<file path="src/design/audio_port_pkg.sv">
// Constants for the multichannel digital audio port
package audio_port_pkg;
  // APB register byte addresses
  localparam logic [7:0] ADDR_CONTROL   = 8'h00;
  localparam logic [7:0] ADDR_SLAVE_SEL = 8'h04;
  localparam logic [7:0] ADDR_STATUS    = 8'h08;
  localparam logic [7:0] ADDR_TX_BASE   = 8'h40;
  localparam logic [7:0] ADDR_RX_BASE   = 8'h80;
  // Control field positions
  localparam int CTRL_ENABLE_BIT = 0;
  localparam int CTRL_FORMAT_BIT = 1;
  localparam int CTRL_RATIO_LSB  = 4;
  localparam int CTRL_RATIO_MSB  = 6;
  localparam int CTRL_DIV_LSB    = 8;
  localparam int CTRL_DIV_MSB    = 15;
  // Reset values
  localparam logic [31:0] CONTROL_RESET   = 32'h0000_0000;
  localparam logic [15:0] SLAVE_SEL_RESET = 16'h0000;
  // Geometry
  localparam int LINES       = 8;
  localparam int SAMPLE_BITS = 24;
  localparam int SLOT_BITS   = 32;
  localparam int FRAME_BITS  = 64;
  localparam int CLOCK_SRCS  = 2;
  // Timing: bit-clock half period in system clocks at minimum divider
  localparam logic [7:0] MIN_HALF_DIV = 8'h01;

  typedef enum logic [2:0] {
    RATIO_128 = 3'h0, RATIO_192 = 3'h1, RATIO_256 = 3'h2,
    RATIO_384 = 3'h3, RATIO_512 = 3'h4, RATIO_768 = 3'h5
  } ratio_type;

  // Master clock half period in bit-clock half periods over 4
  // (mclk = ratio * fs, bclk = 64 fs) -> half mclk = bclk_half * 64/ratio
  typedef enum logic [1:0] {
    FMT_I2S  = 2'b00,
    FMT_LEFT = 2'b01
  } format_type;
endpackage

</file>
<file path="src/design/audio_port.sv">
// Multichannel serial audio port with APB register access
`timescale 1ns/10ps
`default_nettype none
// Summary of operation
// - Sixteen channels each way, two per line
// - Shared bit clock and word select by default
// - Each input line may use external pair
// - I2S or left-justified, up to 24 bits
// - Bit clock is 64 times word select
// - Master clock 128 to 768 times Fs
// - Supports 48, 96, 192 kHz frame rates
// - Output data change on bit clock fall
// - Inputs sampled on bit clock rise
// - Word select changes away from rise
// - Format and ratio set by firmware
module audio_port (
  // Clock and reset
  input  wire logic        CLK_SYS,
  input  wire logic        RST,
  // APB slave
  input  wire logic        PSEL,
  input  wire logic        PENABLE,
  input  wire logic        PWRITE,
  input  wire logic [7:0]  PADDR,
  input  wire logic [31:0] PWDATA,
  output var  logic [31:0] PRDATA,
  output var  logic        PREADY,
  output var  logic        PSLVERR,
  // Audio clocks out
  output var  logic        BIT_CLOCK_OUT,
  output var  logic        WORD_SELECT_OUT,
  output var  logic        MASTER_CLOCK_OUT,
  // Audio data
  output var  logic [7:0]  AUDIO_DATA_OUT_LINES,
  input  wire logic [7:0]  AUDIO_DATA_IN_LINES,
  // External clock pairs for slave inputs
  input  wire logic [1:0]  EXT_BIT_CLOCK_IN,
  input  wire logic [1:0]  EXT_WORD_SELECT_IN
);
  logic [31:0] control;
  logic [15:0] slave_sel;
  logic [7:0]  half_cnt;
  logic [5:0]  bit_cnt;
  logic [23:0] tx_shift [0:7];
  logic [23:0] rx_shift [0:7];
  logic [23:0] rx_hold  [0:15];
  logic [5:0]  rx_bit   [0:7];
  logic        rx_ws_q  [0:7];
  logic [2:0]  load_idx;
  logic        fetch_q;
  logic [2:0]  fetch_idx;
  logic [15:0] frame_count;
  logic        apb_access;
  logic        apb_wr;
  logic        apb_rd;

  // Register decode
  wire         enable     = control[audio_port_pkg::CTRL_ENABLE_BIT];
  wire         fmt_left   = control[audio_port_pkg::CTRL_FORMAT_BIT];
  wire  [2:0]  ratio_sel  = control[audio_port_pkg::CTRL_RATIO_MSB:
                                    audio_port_pkg::CTRL_RATIO_LSB];
  wire  [7:0]  half_div   = control[audio_port_pkg::CTRL_DIV_MSB:
                                    audio_port_pkg::CTRL_DIV_LSB];
  wire  [7:0]  half_limit = (half_div < audio_port_pkg::MIN_HALF_DIV) ?
                            audio_port_pkg::MIN_HALF_DIV : half_div;
  wire         sel_ctrl   = PADDR == audio_port_pkg::ADDR_CONTROL;
  wire         sel_slave  = PADDR == audio_port_pkg::ADDR_SLAVE_SEL;
  wire         sel_status = PADDR == audio_port_pkg::ADDR_STATUS;
  wire         sel_tx     = PADDR[7:6] == audio_port_pkg::ADDR_TX_BASE[7:6]
                            && PADDR[1:0] == 2'b00;
  wire         sel_rx     = PADDR[7:6] == audio_port_pkg::ADDR_RX_BASE[7:6]
                            && PADDR[1:0] == 2'b00;
  wire  [3:0]  chan_idx   = PADDR[5:2];
  wire         mapped     = sel_ctrl | sel_slave | sel_status | sel_tx |
                            sel_rx;

  // Master bit clock timing (one enable pulse per half period)
  wire         half_tick  = enable && (half_cnt == half_limit - 8'h01);
  wire         m_fall     = half_tick && BIT_CLOCK_OUT;
  wire         m_rise     = half_tick && !BIT_CLOCK_OUT;
  wire  [5:0]  next_bit   = bit_cnt + 6'h01;
  // Word select toggles on fall: away from the sampling rise.
  wire         next_ws    = next_bit[5];
  // Slot position of the bit leaving at this fall.
  wire  [5:0]  tx_pos     = fmt_left ? next_bit : next_bit - 6'h01;
  wire  [4:0]  slot_pos   = tx_pos[4:0];
  // Pad bits 25 to 31 leave time to fetch every line's next sample
  wire         fetch_win  = enable && slot_pos > 5'h18;
  wire         fetch_half = !tx_pos[5];

  // Master clock: toggles per half period scaled by ratio.
  logic [6:0]  mclk_div;
  always_comb begin
    unique case (audio_port_pkg::ratio_type'(ratio_sel))
      audio_port_pkg::RATIO_128: mclk_div = 7'h10;
      audio_port_pkg::RATIO_192: mclk_div = 7'h18;
      audio_port_pkg::RATIO_256: mclk_div = 7'h20;
      audio_port_pkg::RATIO_384: mclk_div = 7'h30;
      audio_port_pkg::RATIO_512: mclk_div = 7'h40;
      audio_port_pkg::RATIO_768: mclk_div = 7'h60;
      default:                   mclk_div = 7'h20;
    endcase
  end
  // Accumulator: master clock half period is 8 * half_limit / mclk_div
  // system clocks (ratio / 8 per step), realigned at every bit clock fall
  logic [10:0] mclk_acc;
  wire  [10:0] mclk_step = {4'h0, mclk_div};
  wire  [10:0] mclk_lim  = {half_limit, 3'b000};

  // Slave clock recovery per external pair.
  logic [1:0] x_rise;
  logic [1:0] x_fall;
  logic [1:0] x_ws;
  genvar g;
  generate
    for (g = 0; g < audio_port_pkg::CLOCK_SRCS; g++) begin : g_ext
      audio_slave_sync u_sync (
        .clk     (CLK_SYS),
        .rst     (RST),
        .bclk_in (EXT_BIT_CLOCK_IN[g]),
        .ws_in   (EXT_WORD_SELECT_IN[g]),
        .rise    (x_rise[g]),
        .fall    (),
        .ws      (x_ws[g])
      );
    end
  endgenerate

  // Transmit sample memory: one word per channel.
  logic [23:0] mem_rd;
  wire         mem_wr = apb_wr && sel_tx;
  audio_sample_mem u_tx_mem (
    .clk     (CLK_SYS),
    .wr_en   (mem_wr),
    .wr_addr (chan_idx),
    .wr_data (PWDATA[23:0]),
    .rd_addr ({load_idx, fetch_half}),
    .rd_data (mem_rd)
  );

  // APB: one wait state gives registered read data
  assign apb_wr = apb_access && PWRITE && PREADY;
  assign apb_rd = PSEL && PENABLE && !PWRITE && !PREADY;
  assign apb_access = PSEL && PENABLE;

  always_ff @(posedge CLK_SYS or posedge RST) begin
    if (RST) begin
      PREADY  <= 1'b0;
      PSLVERR <= 1'b0;
      PRDATA  <= 32'h0000_0000;
    end else begin
      PREADY  <= apb_access && !PREADY;
      PSLVERR <= apb_access && !PREADY && !mapped;
      if (apb_rd) begin
        PRDATA <= sel_ctrl   ? control :
                  sel_slave  ? {16'h0000, slave_sel} :
                  sel_status ? {frame_count, 15'h0000, WORD_SELECT_OUT} :
                  sel_rx     ? {8'h00, rx_hold[chan_idx]} :
                  32'h0000_0000;
      end
    end
  end

  // Firmware settings.
  always_ff @(posedge CLK_SYS or posedge RST) begin
    if (RST) begin
      control   <= audio_port_pkg::CONTROL_RESET;
      slave_sel <= audio_port_pkg::SLAVE_SEL_RESET;
    end else if (apb_wr && sel_ctrl) begin
      control <= PWDATA;
    end else if (apb_wr && sel_slave) begin
      slave_sel <= PWDATA[15:0];
    end
  end

  // Shared master clocks.
  always_ff @(posedge CLK_SYS or posedge RST) begin
    if (RST) begin
      half_cnt        <= 8'h00;
      bit_cnt         <= 6'h00;
      BIT_CLOCK_OUT   <= 1'b0;
      WORD_SELECT_OUT <= 1'b0;
      frame_count     <= 16'h0000;
    end else if (!enable) begin
      half_cnt        <= 8'h00;
      BIT_CLOCK_OUT   <= 1'b0;
    end else begin
      half_cnt <= half_tick ? 8'h00 : half_cnt + 8'h01;
      if (half_tick) begin
        BIT_CLOCK_OUT <= !BIT_CLOCK_OUT;
      end
      if (m_fall) begin
        bit_cnt         <= next_bit;
        WORD_SELECT_OUT <= next_ws;
        if (next_bit == 6'h00) begin
          frame_count <= frame_count + 16'h0001;
        end
      end
    end
  end

  // Master clock output
  always_ff @(posedge CLK_SYS or posedge RST) begin
    if (RST) begin
      mclk_acc         <= 11'h000;
      MASTER_CLOCK_OUT <= 1'b0;
    end else if (!enable) begin
      mclk_acc         <= 11'h000;
      MASTER_CLOCK_OUT <= 1'b0;
    end else if (m_fall) begin
      mclk_acc         <= 11'h000;
      MASTER_CLOCK_OUT <= 1'b0;
    end else if (mclk_acc + mclk_step >= mclk_lim) begin
      mclk_acc         <= 11'(mclk_acc + mclk_step - mclk_lim);
      MASTER_CLOCK_OUT <= !MASTER_CLOCK_OUT;
    end else begin
      mclk_acc <= 11'(mclk_acc + mclk_step);
    end
  end

  // Transmit: one line is fetched per cycle, its word lands a cycle later
  always_ff @(posedge CLK_SYS or posedge RST) begin
    if (RST) begin
      load_idx  <= 3'h0;
      fetch_q   <= 1'b0;
      fetch_idx <= 3'h0;
    end else begin
      load_idx  <= load_idx + 3'h1;
      fetch_q   <= fetch_win;
      fetch_idx <= load_idx;
    end
  end

  generate
    for (g = 0; g < audio_port_pkg::LINES; g++) begin : g_line
      // Slot start: first sample bit (MSB) of a half frame leaves at this fall
      wire        slot_start = m_fall && slot_pos == 5'h00;
      wire [1:0]  src        = slave_sel[2*g+1 -: 2];
      wire        use_ext    = src[1];
      wire        ext_id     = src[0];
      wire        r_rise     = use_ext ? x_rise[ext_id] : m_rise;
      wire        r_ws       = use_ext ? x_ws[ext_id] : WORD_SELECT_OUT;

      // Shift out MSB first, zeros after 24 bits.
      always_ff @(posedge CLK_SYS or posedge RST) begin
        if (RST) begin
          tx_shift[g]             <= 24'h00_0000;
          AUDIO_DATA_OUT_LINES[g] <= 1'b0;
        end else if (fetch_q && fetch_idx == 3'(g)) begin
          tx_shift[g] <= mem_rd;
        end else if (m_fall) begin
          // Data change on the falling edge only.
          if (slot_pos < 5'(audio_port_pkg::SAMPLE_BITS)) begin
            AUDIO_DATA_OUT_LINES[g] <= tx_shift[g][23];
            tx_shift[g] <= {tx_shift[g][22:0], 1'b0};
          end else begin
            AUDIO_DATA_OUT_LINES[g] <= 1'b0;
          end
          if (slot_start) begin
            AUDIO_DATA_OUT_LINES[g] <= tx_shift[g][23];
          end
        end
      end

      // Receive on the rise of the chosen clock.
      always_ff @(posedge CLK_SYS or posedge RST) begin
        if (RST) begin
          rx_shift[g]    <= 24'h00_0000;
          rx_bit[g]      <= 6'h00;
          rx_ws_q[g]     <= 1'b0;
          rx_hold[2*g]   <= 24'h00_0000;
          rx_hold[2*g+1] <= 24'h00_0000;
        end else if (r_rise) begin
          rx_ws_q[g] <= r_ws;
          if (r_ws != rx_ws_q[g]) begin
            // New half frame: MSB is one bit later in I2S.
            rx_bit[g] <= fmt_left ? 6'h01 : 6'h00;
            if (rx_bit[g] >= 6'(audio_port_pkg::SAMPLE_BITS)) begin
              if (rx_ws_q[g]) begin
                rx_hold[2*g+1] <= rx_shift[g];
              end else begin
                rx_hold[2*g] <= rx_shift[g];
              end
            end
            if (fmt_left) begin
              rx_shift[g] <= {23'h00_0000, AUDIO_DATA_IN_LINES[g]};
            end
          end else if (rx_bit[g] < 6'(audio_port_pkg::SAMPLE_BITS)) begin
            rx_shift[g] <= {rx_shift[g][22:0], AUDIO_DATA_IN_LINES[g]};
            rx_bit[g]   <= rx_bit[g] + 6'h01;
          end else if (rx_bit[g] < 6'(audio_port_pkg::SLOT_BITS)) begin
            rx_bit[g] <= rx_bit[g] + 6'h01;
          end
        end
      end
    end
  endgenerate
endmodule
`default_nettype wire

</file>
<file path="src/design/audio_sample_mem.sv">
// Sample store: one word per channel, registered read
`timescale 1ns/10ps
`default_nettype none
module audio_sample_mem (
  // Clock
  input  wire logic        clk,
  // Write port
  input  wire logic        wr_en,
  input  wire logic [3:0]  wr_addr,
  input  wire logic [23:0] wr_data,
  // Read port
  input  wire logic [3:0]  rd_addr,
  output var  logic [23:0] rd_data
);
  logic [23:0] mem [0:15];

  always_ff @(posedge clk) begin
    if (wr_en) begin
      mem[wr_addr] <= wr_data;
    end
    rd_data <= mem[rd_addr];
  end
endmodule
`default_nettype wire

</file>
<file path="src/design/audio_slave_sync.sv">
// Edge detector for one external bit clock / word select pair
`timescale 1ns/10ps
`default_nettype none
module audio_slave_sync (
  // Clock and reset
  input  wire logic clk,
  input  wire logic rst,
  // External clock pair
  input  wire logic bclk_in,
  input  wire logic ws_in,
  // Recovered events
  output var  logic rise,
  output var  logic fall,
  output var  logic ws
);
  logic bclk_q;

  always_ff @(posedge clk or posedge rst) begin
    if (rst) begin
      bclk_q <= 1'b0;
      ws     <= 1'b0;
    end else begin
      bclk_q <= bclk_in;
      // Follows every cycle so a rise sees the current half, not the last
      ws     <= ws_in;
    end
  end

  assign rise = bclk_in && !bclk_q;
  assign fall = !bclk_in && bclk_q;
endmodule
`default_nettype wire
</file>
<file path="config.mk">
export PLATFORM = sky130hd
export DESIGN_NAME = audio_port
export DESIGN_NICKNAME = d
export VERILOG_FILES = /design/src/design/audio_port_pkg.sv /design/src/design/audio_port.sv /design/src/design/audio_sample_mem.sv /design/src/design/audio_slave_sync.sv
export SDC_FILE = /design/constraint.sdc
export NUM_CORES = 2
export LEC_CHECK = 0
export ABC_AREA = 1
export BUFFER_PORTS_ARGS = -buffer_cell sky130_fd_sc_hd__buf_2
export CAP_MARGIN = 10
export CORE_MARGIN = 2
export CORE_UTILIZATION = 45
export DETAILED_ROUTE_END_ITERATION = 12
export GPL_TIMING_DRIVEN = 0
export PLACE_DENSITY = 0.67
export SYNTH_ARGS = -nofsm -noshare
export SYNTH_HDL_FRONTEND = slang
export SYNTH_HIERARCHICAL = 1
export SYNTH_SLANG_ARGS = --single-unit
</file>
<file path="constraint.sdc">
create_clock -name CLK_SYS -period 38.5 [get_ports CLK_SYS]
set_input_delay 7.7 -clock CLK_SYS [delete_from_list [all_inputs] [get_ports CLK_SYS]]
set_output_delay 7.7 -clock CLK_SYS [all_outputs]
set_load 0.01 [all_outputs]
</file>
==> out/results.ini <==
[setup_path]
path_depth=14
cp.buffers_inverters=6
slowest_delay_ns=0.91
worstRegToRegCells=17
cp-end-kind=register
path_max_fanout=10
worstPathRequired_ns=39.24
critical_path_class=in -> reg
reg2reg_slack_ns=34.17
startpoint_type=input port
timing.critical_path.cells=buf_2 > buf_2 > nand2_1 > clkinv_1 > clkbuf_1 > clkbuf_1 > nand2_1 > o211ai_1 > o21ai_0 > o21ai_0 > nand2_1 > o21ai_0 > o22ai_1 > inv_1
crit_family=buffers and inverters
arrival_ns=11.72
crit_slowest_cell=clkbuf_1

[final_layout]
areaGrowthSynthToFinish_pct=12.9
fin_util=0.512
layout-drive-gt1-share=0.0765
fillerInstances=13000
layout.cells.non_filler=9652
fin_nets=7747

[cts]
clk_path_buf_depth=3
cts_resized=0
hold_buffers=0
numCtsBuffers=147
cts_tree=built
htreeDepth=4
cts_root_buffer=clkbuf_16
cts_sinks=1373
post_cts_buffers=0
clk_pin_slew_ns=0.06
clk-insertion-delay-late_ns=0.80

[floorplan]
die_w_um=379
fp.coreArea_sq_um=140000
dieArea_sq_um=144000
start_util=0.454
io_pins=102
rows=137
die_height_um=379

[power]
leakage_nw=33.9
ir_drop_uv=50.2
power.total_mw=3.05
p_per_area_nw_per_um2=42.7

[grt]
grt_max_degree=125
antenna_found_initial=6
grt_use_total=0.289
grt_pass1_vias=51100
grt_pass1_wl_um=313000
grt-ovfl-total=0

[drt]
drc=0
num_vias=54900
drt-initial-drc-count=6698
drt_first_pass_iters=8
wl_per_cell_um=21.7
viasPerCell=5.69
finalWirelength_um=209000
ant_nets=0

[sta]
hold_viol_final=0
tightest_slew_ns=1.37
fin_tns_setup_ns=0
final.setup_skew_ns=0.0307
period_minus_slack_ns=10.99
post-route-period-util=0.285
slew_headroom=0.0896
slew_violations=0
rsz0062_at_grt=no
timing.hold.ws_ns=0.427
setup_viol_count_final=0
clock.fmax_mhz=91.0

[placement]
gp_congestion=1.02
port_buffers=101
post-dp-hpwl_um=146000
placedCellCount=9381

[synthesis]
yosysWarningCount=6
synth.net_count=7483
synth_area_per_cell_sq_um=8.56
synthCells=7391
syn_area_sq_um=63300

[run_status]
status=completed

[job]
drv_cap=0

[min_path]
hold_depth=0
hp-class=reg -> reg

## layout by cell type (no fill, tap or decap), drive strengths merged, types with 2 or more instances in the layout
| cell type | n |
|---|---|
| dfrtp | 965 |
| o22ai | 7 |
| a21oi | 93 |
| mux2 | 11 |
| nand4 | 467 |
| diode | 3 |
| clkbuf | 464 |
| or2 | 11 |
| buf | 326 |
| nor2 | 252 |
| a21boi | 2 |
| fa | 2 |
| nand3b | 3 |
| nor3 | 11 |
| ha | 33 |
| o21ai | 619 |
| edfxtp | 384 |
| clkinv | 50 |
| o221ai | 3 |
| xor2 | 50 |
| a211oi | 8 |
| inv | 556 |
| o2111ai | 24 |
| dfxtp | 24 |
| nor3b | 4 |
| clkinvlp | 8 |
| a22oi | 18 |
| nand2 | 2677 |
| nor4 | 6 |
| bufinv | 10 |
| o211ai | 58 |
| xnor2 | 21 |
| nand3 | 600 |
## registers in the layout (all words and copies together) (netlist names), 16 cells and up
register          flops
PRDATA               32
control              32
frame_count          16
rx_bit               48
rx_hold             384
rx_shift            192
slave_sel            16
tx_shift            192
u_tx_mem/mem        384
u_tx_mem/rd_data     24
## area by class of cell
| class | instances | area (sq um) | share of cell area |
|---|---|---|---|
| Timing Repair Buffer | 115 | 833 | 0.0117 |
| Clock buffer | 204 | 4190 | 0.0586 |
| Tap cell | 1876 | 2350 | 0.0328 |
| Antenna cell | 3 | 7.51 | 0.000105 |
| Inverter | 561 | 2120 | 0.0296 |
| Multi-Input combinational cell | 4986 | 23100 | 0.323 |
| Buffer | 471 | 2050 | 0.0287 |
| Clock inverter | 63 | 692 | 0.00968 |
| Sequential cell | 1373 | 36200 | 0.506 |
## final timing paths
path                                   from                endpoint
worst max-delay path               PADDR[2]              PRDATA[21]
worst min-delay path            load_idx[2]            fetch_idx[2]
worst max register to register   control[5]             mclk_acc[8]
worst min register to register  load_idx[2]            fetch_idx[2]
max in group asynchronous               RST            tx_shift[37]
min in group asynchronous               RST  g_ext[0].u_sync/bclk_q
## per-layer routing
layer | track usage | up-vias | wire [um]
li1 | - | 25000 | -
met1 | 0.411 | 26600 | 88000
met2 | 0.416 | 2830 | 89000
met3 | 0.0801 | 481 | 23800
met4 | 0.114 | 8 | 8310
met5 | 0.00549 | - | 140
## report_power, final
part | switching, mW | internal (mW) | leakage [nW]
clock | 0.609 | 0.832 | 2.38
combinational | 0.0823 | 0.0207 | 14.5
sequential | 0.00556 | 1.50 | 17.0
## through the flow
step / area, sq um / setup WS (ns)
after floorplan: 63300 / 3.77
after global placement: 66100 / -7.17
after detailed placement: 66600 / 27.09
after CTS: 71400 / 27.93
after global routing: 71500 / 27.61
final: 71500 / 27.51
Power figures use the tool's default switching activity.
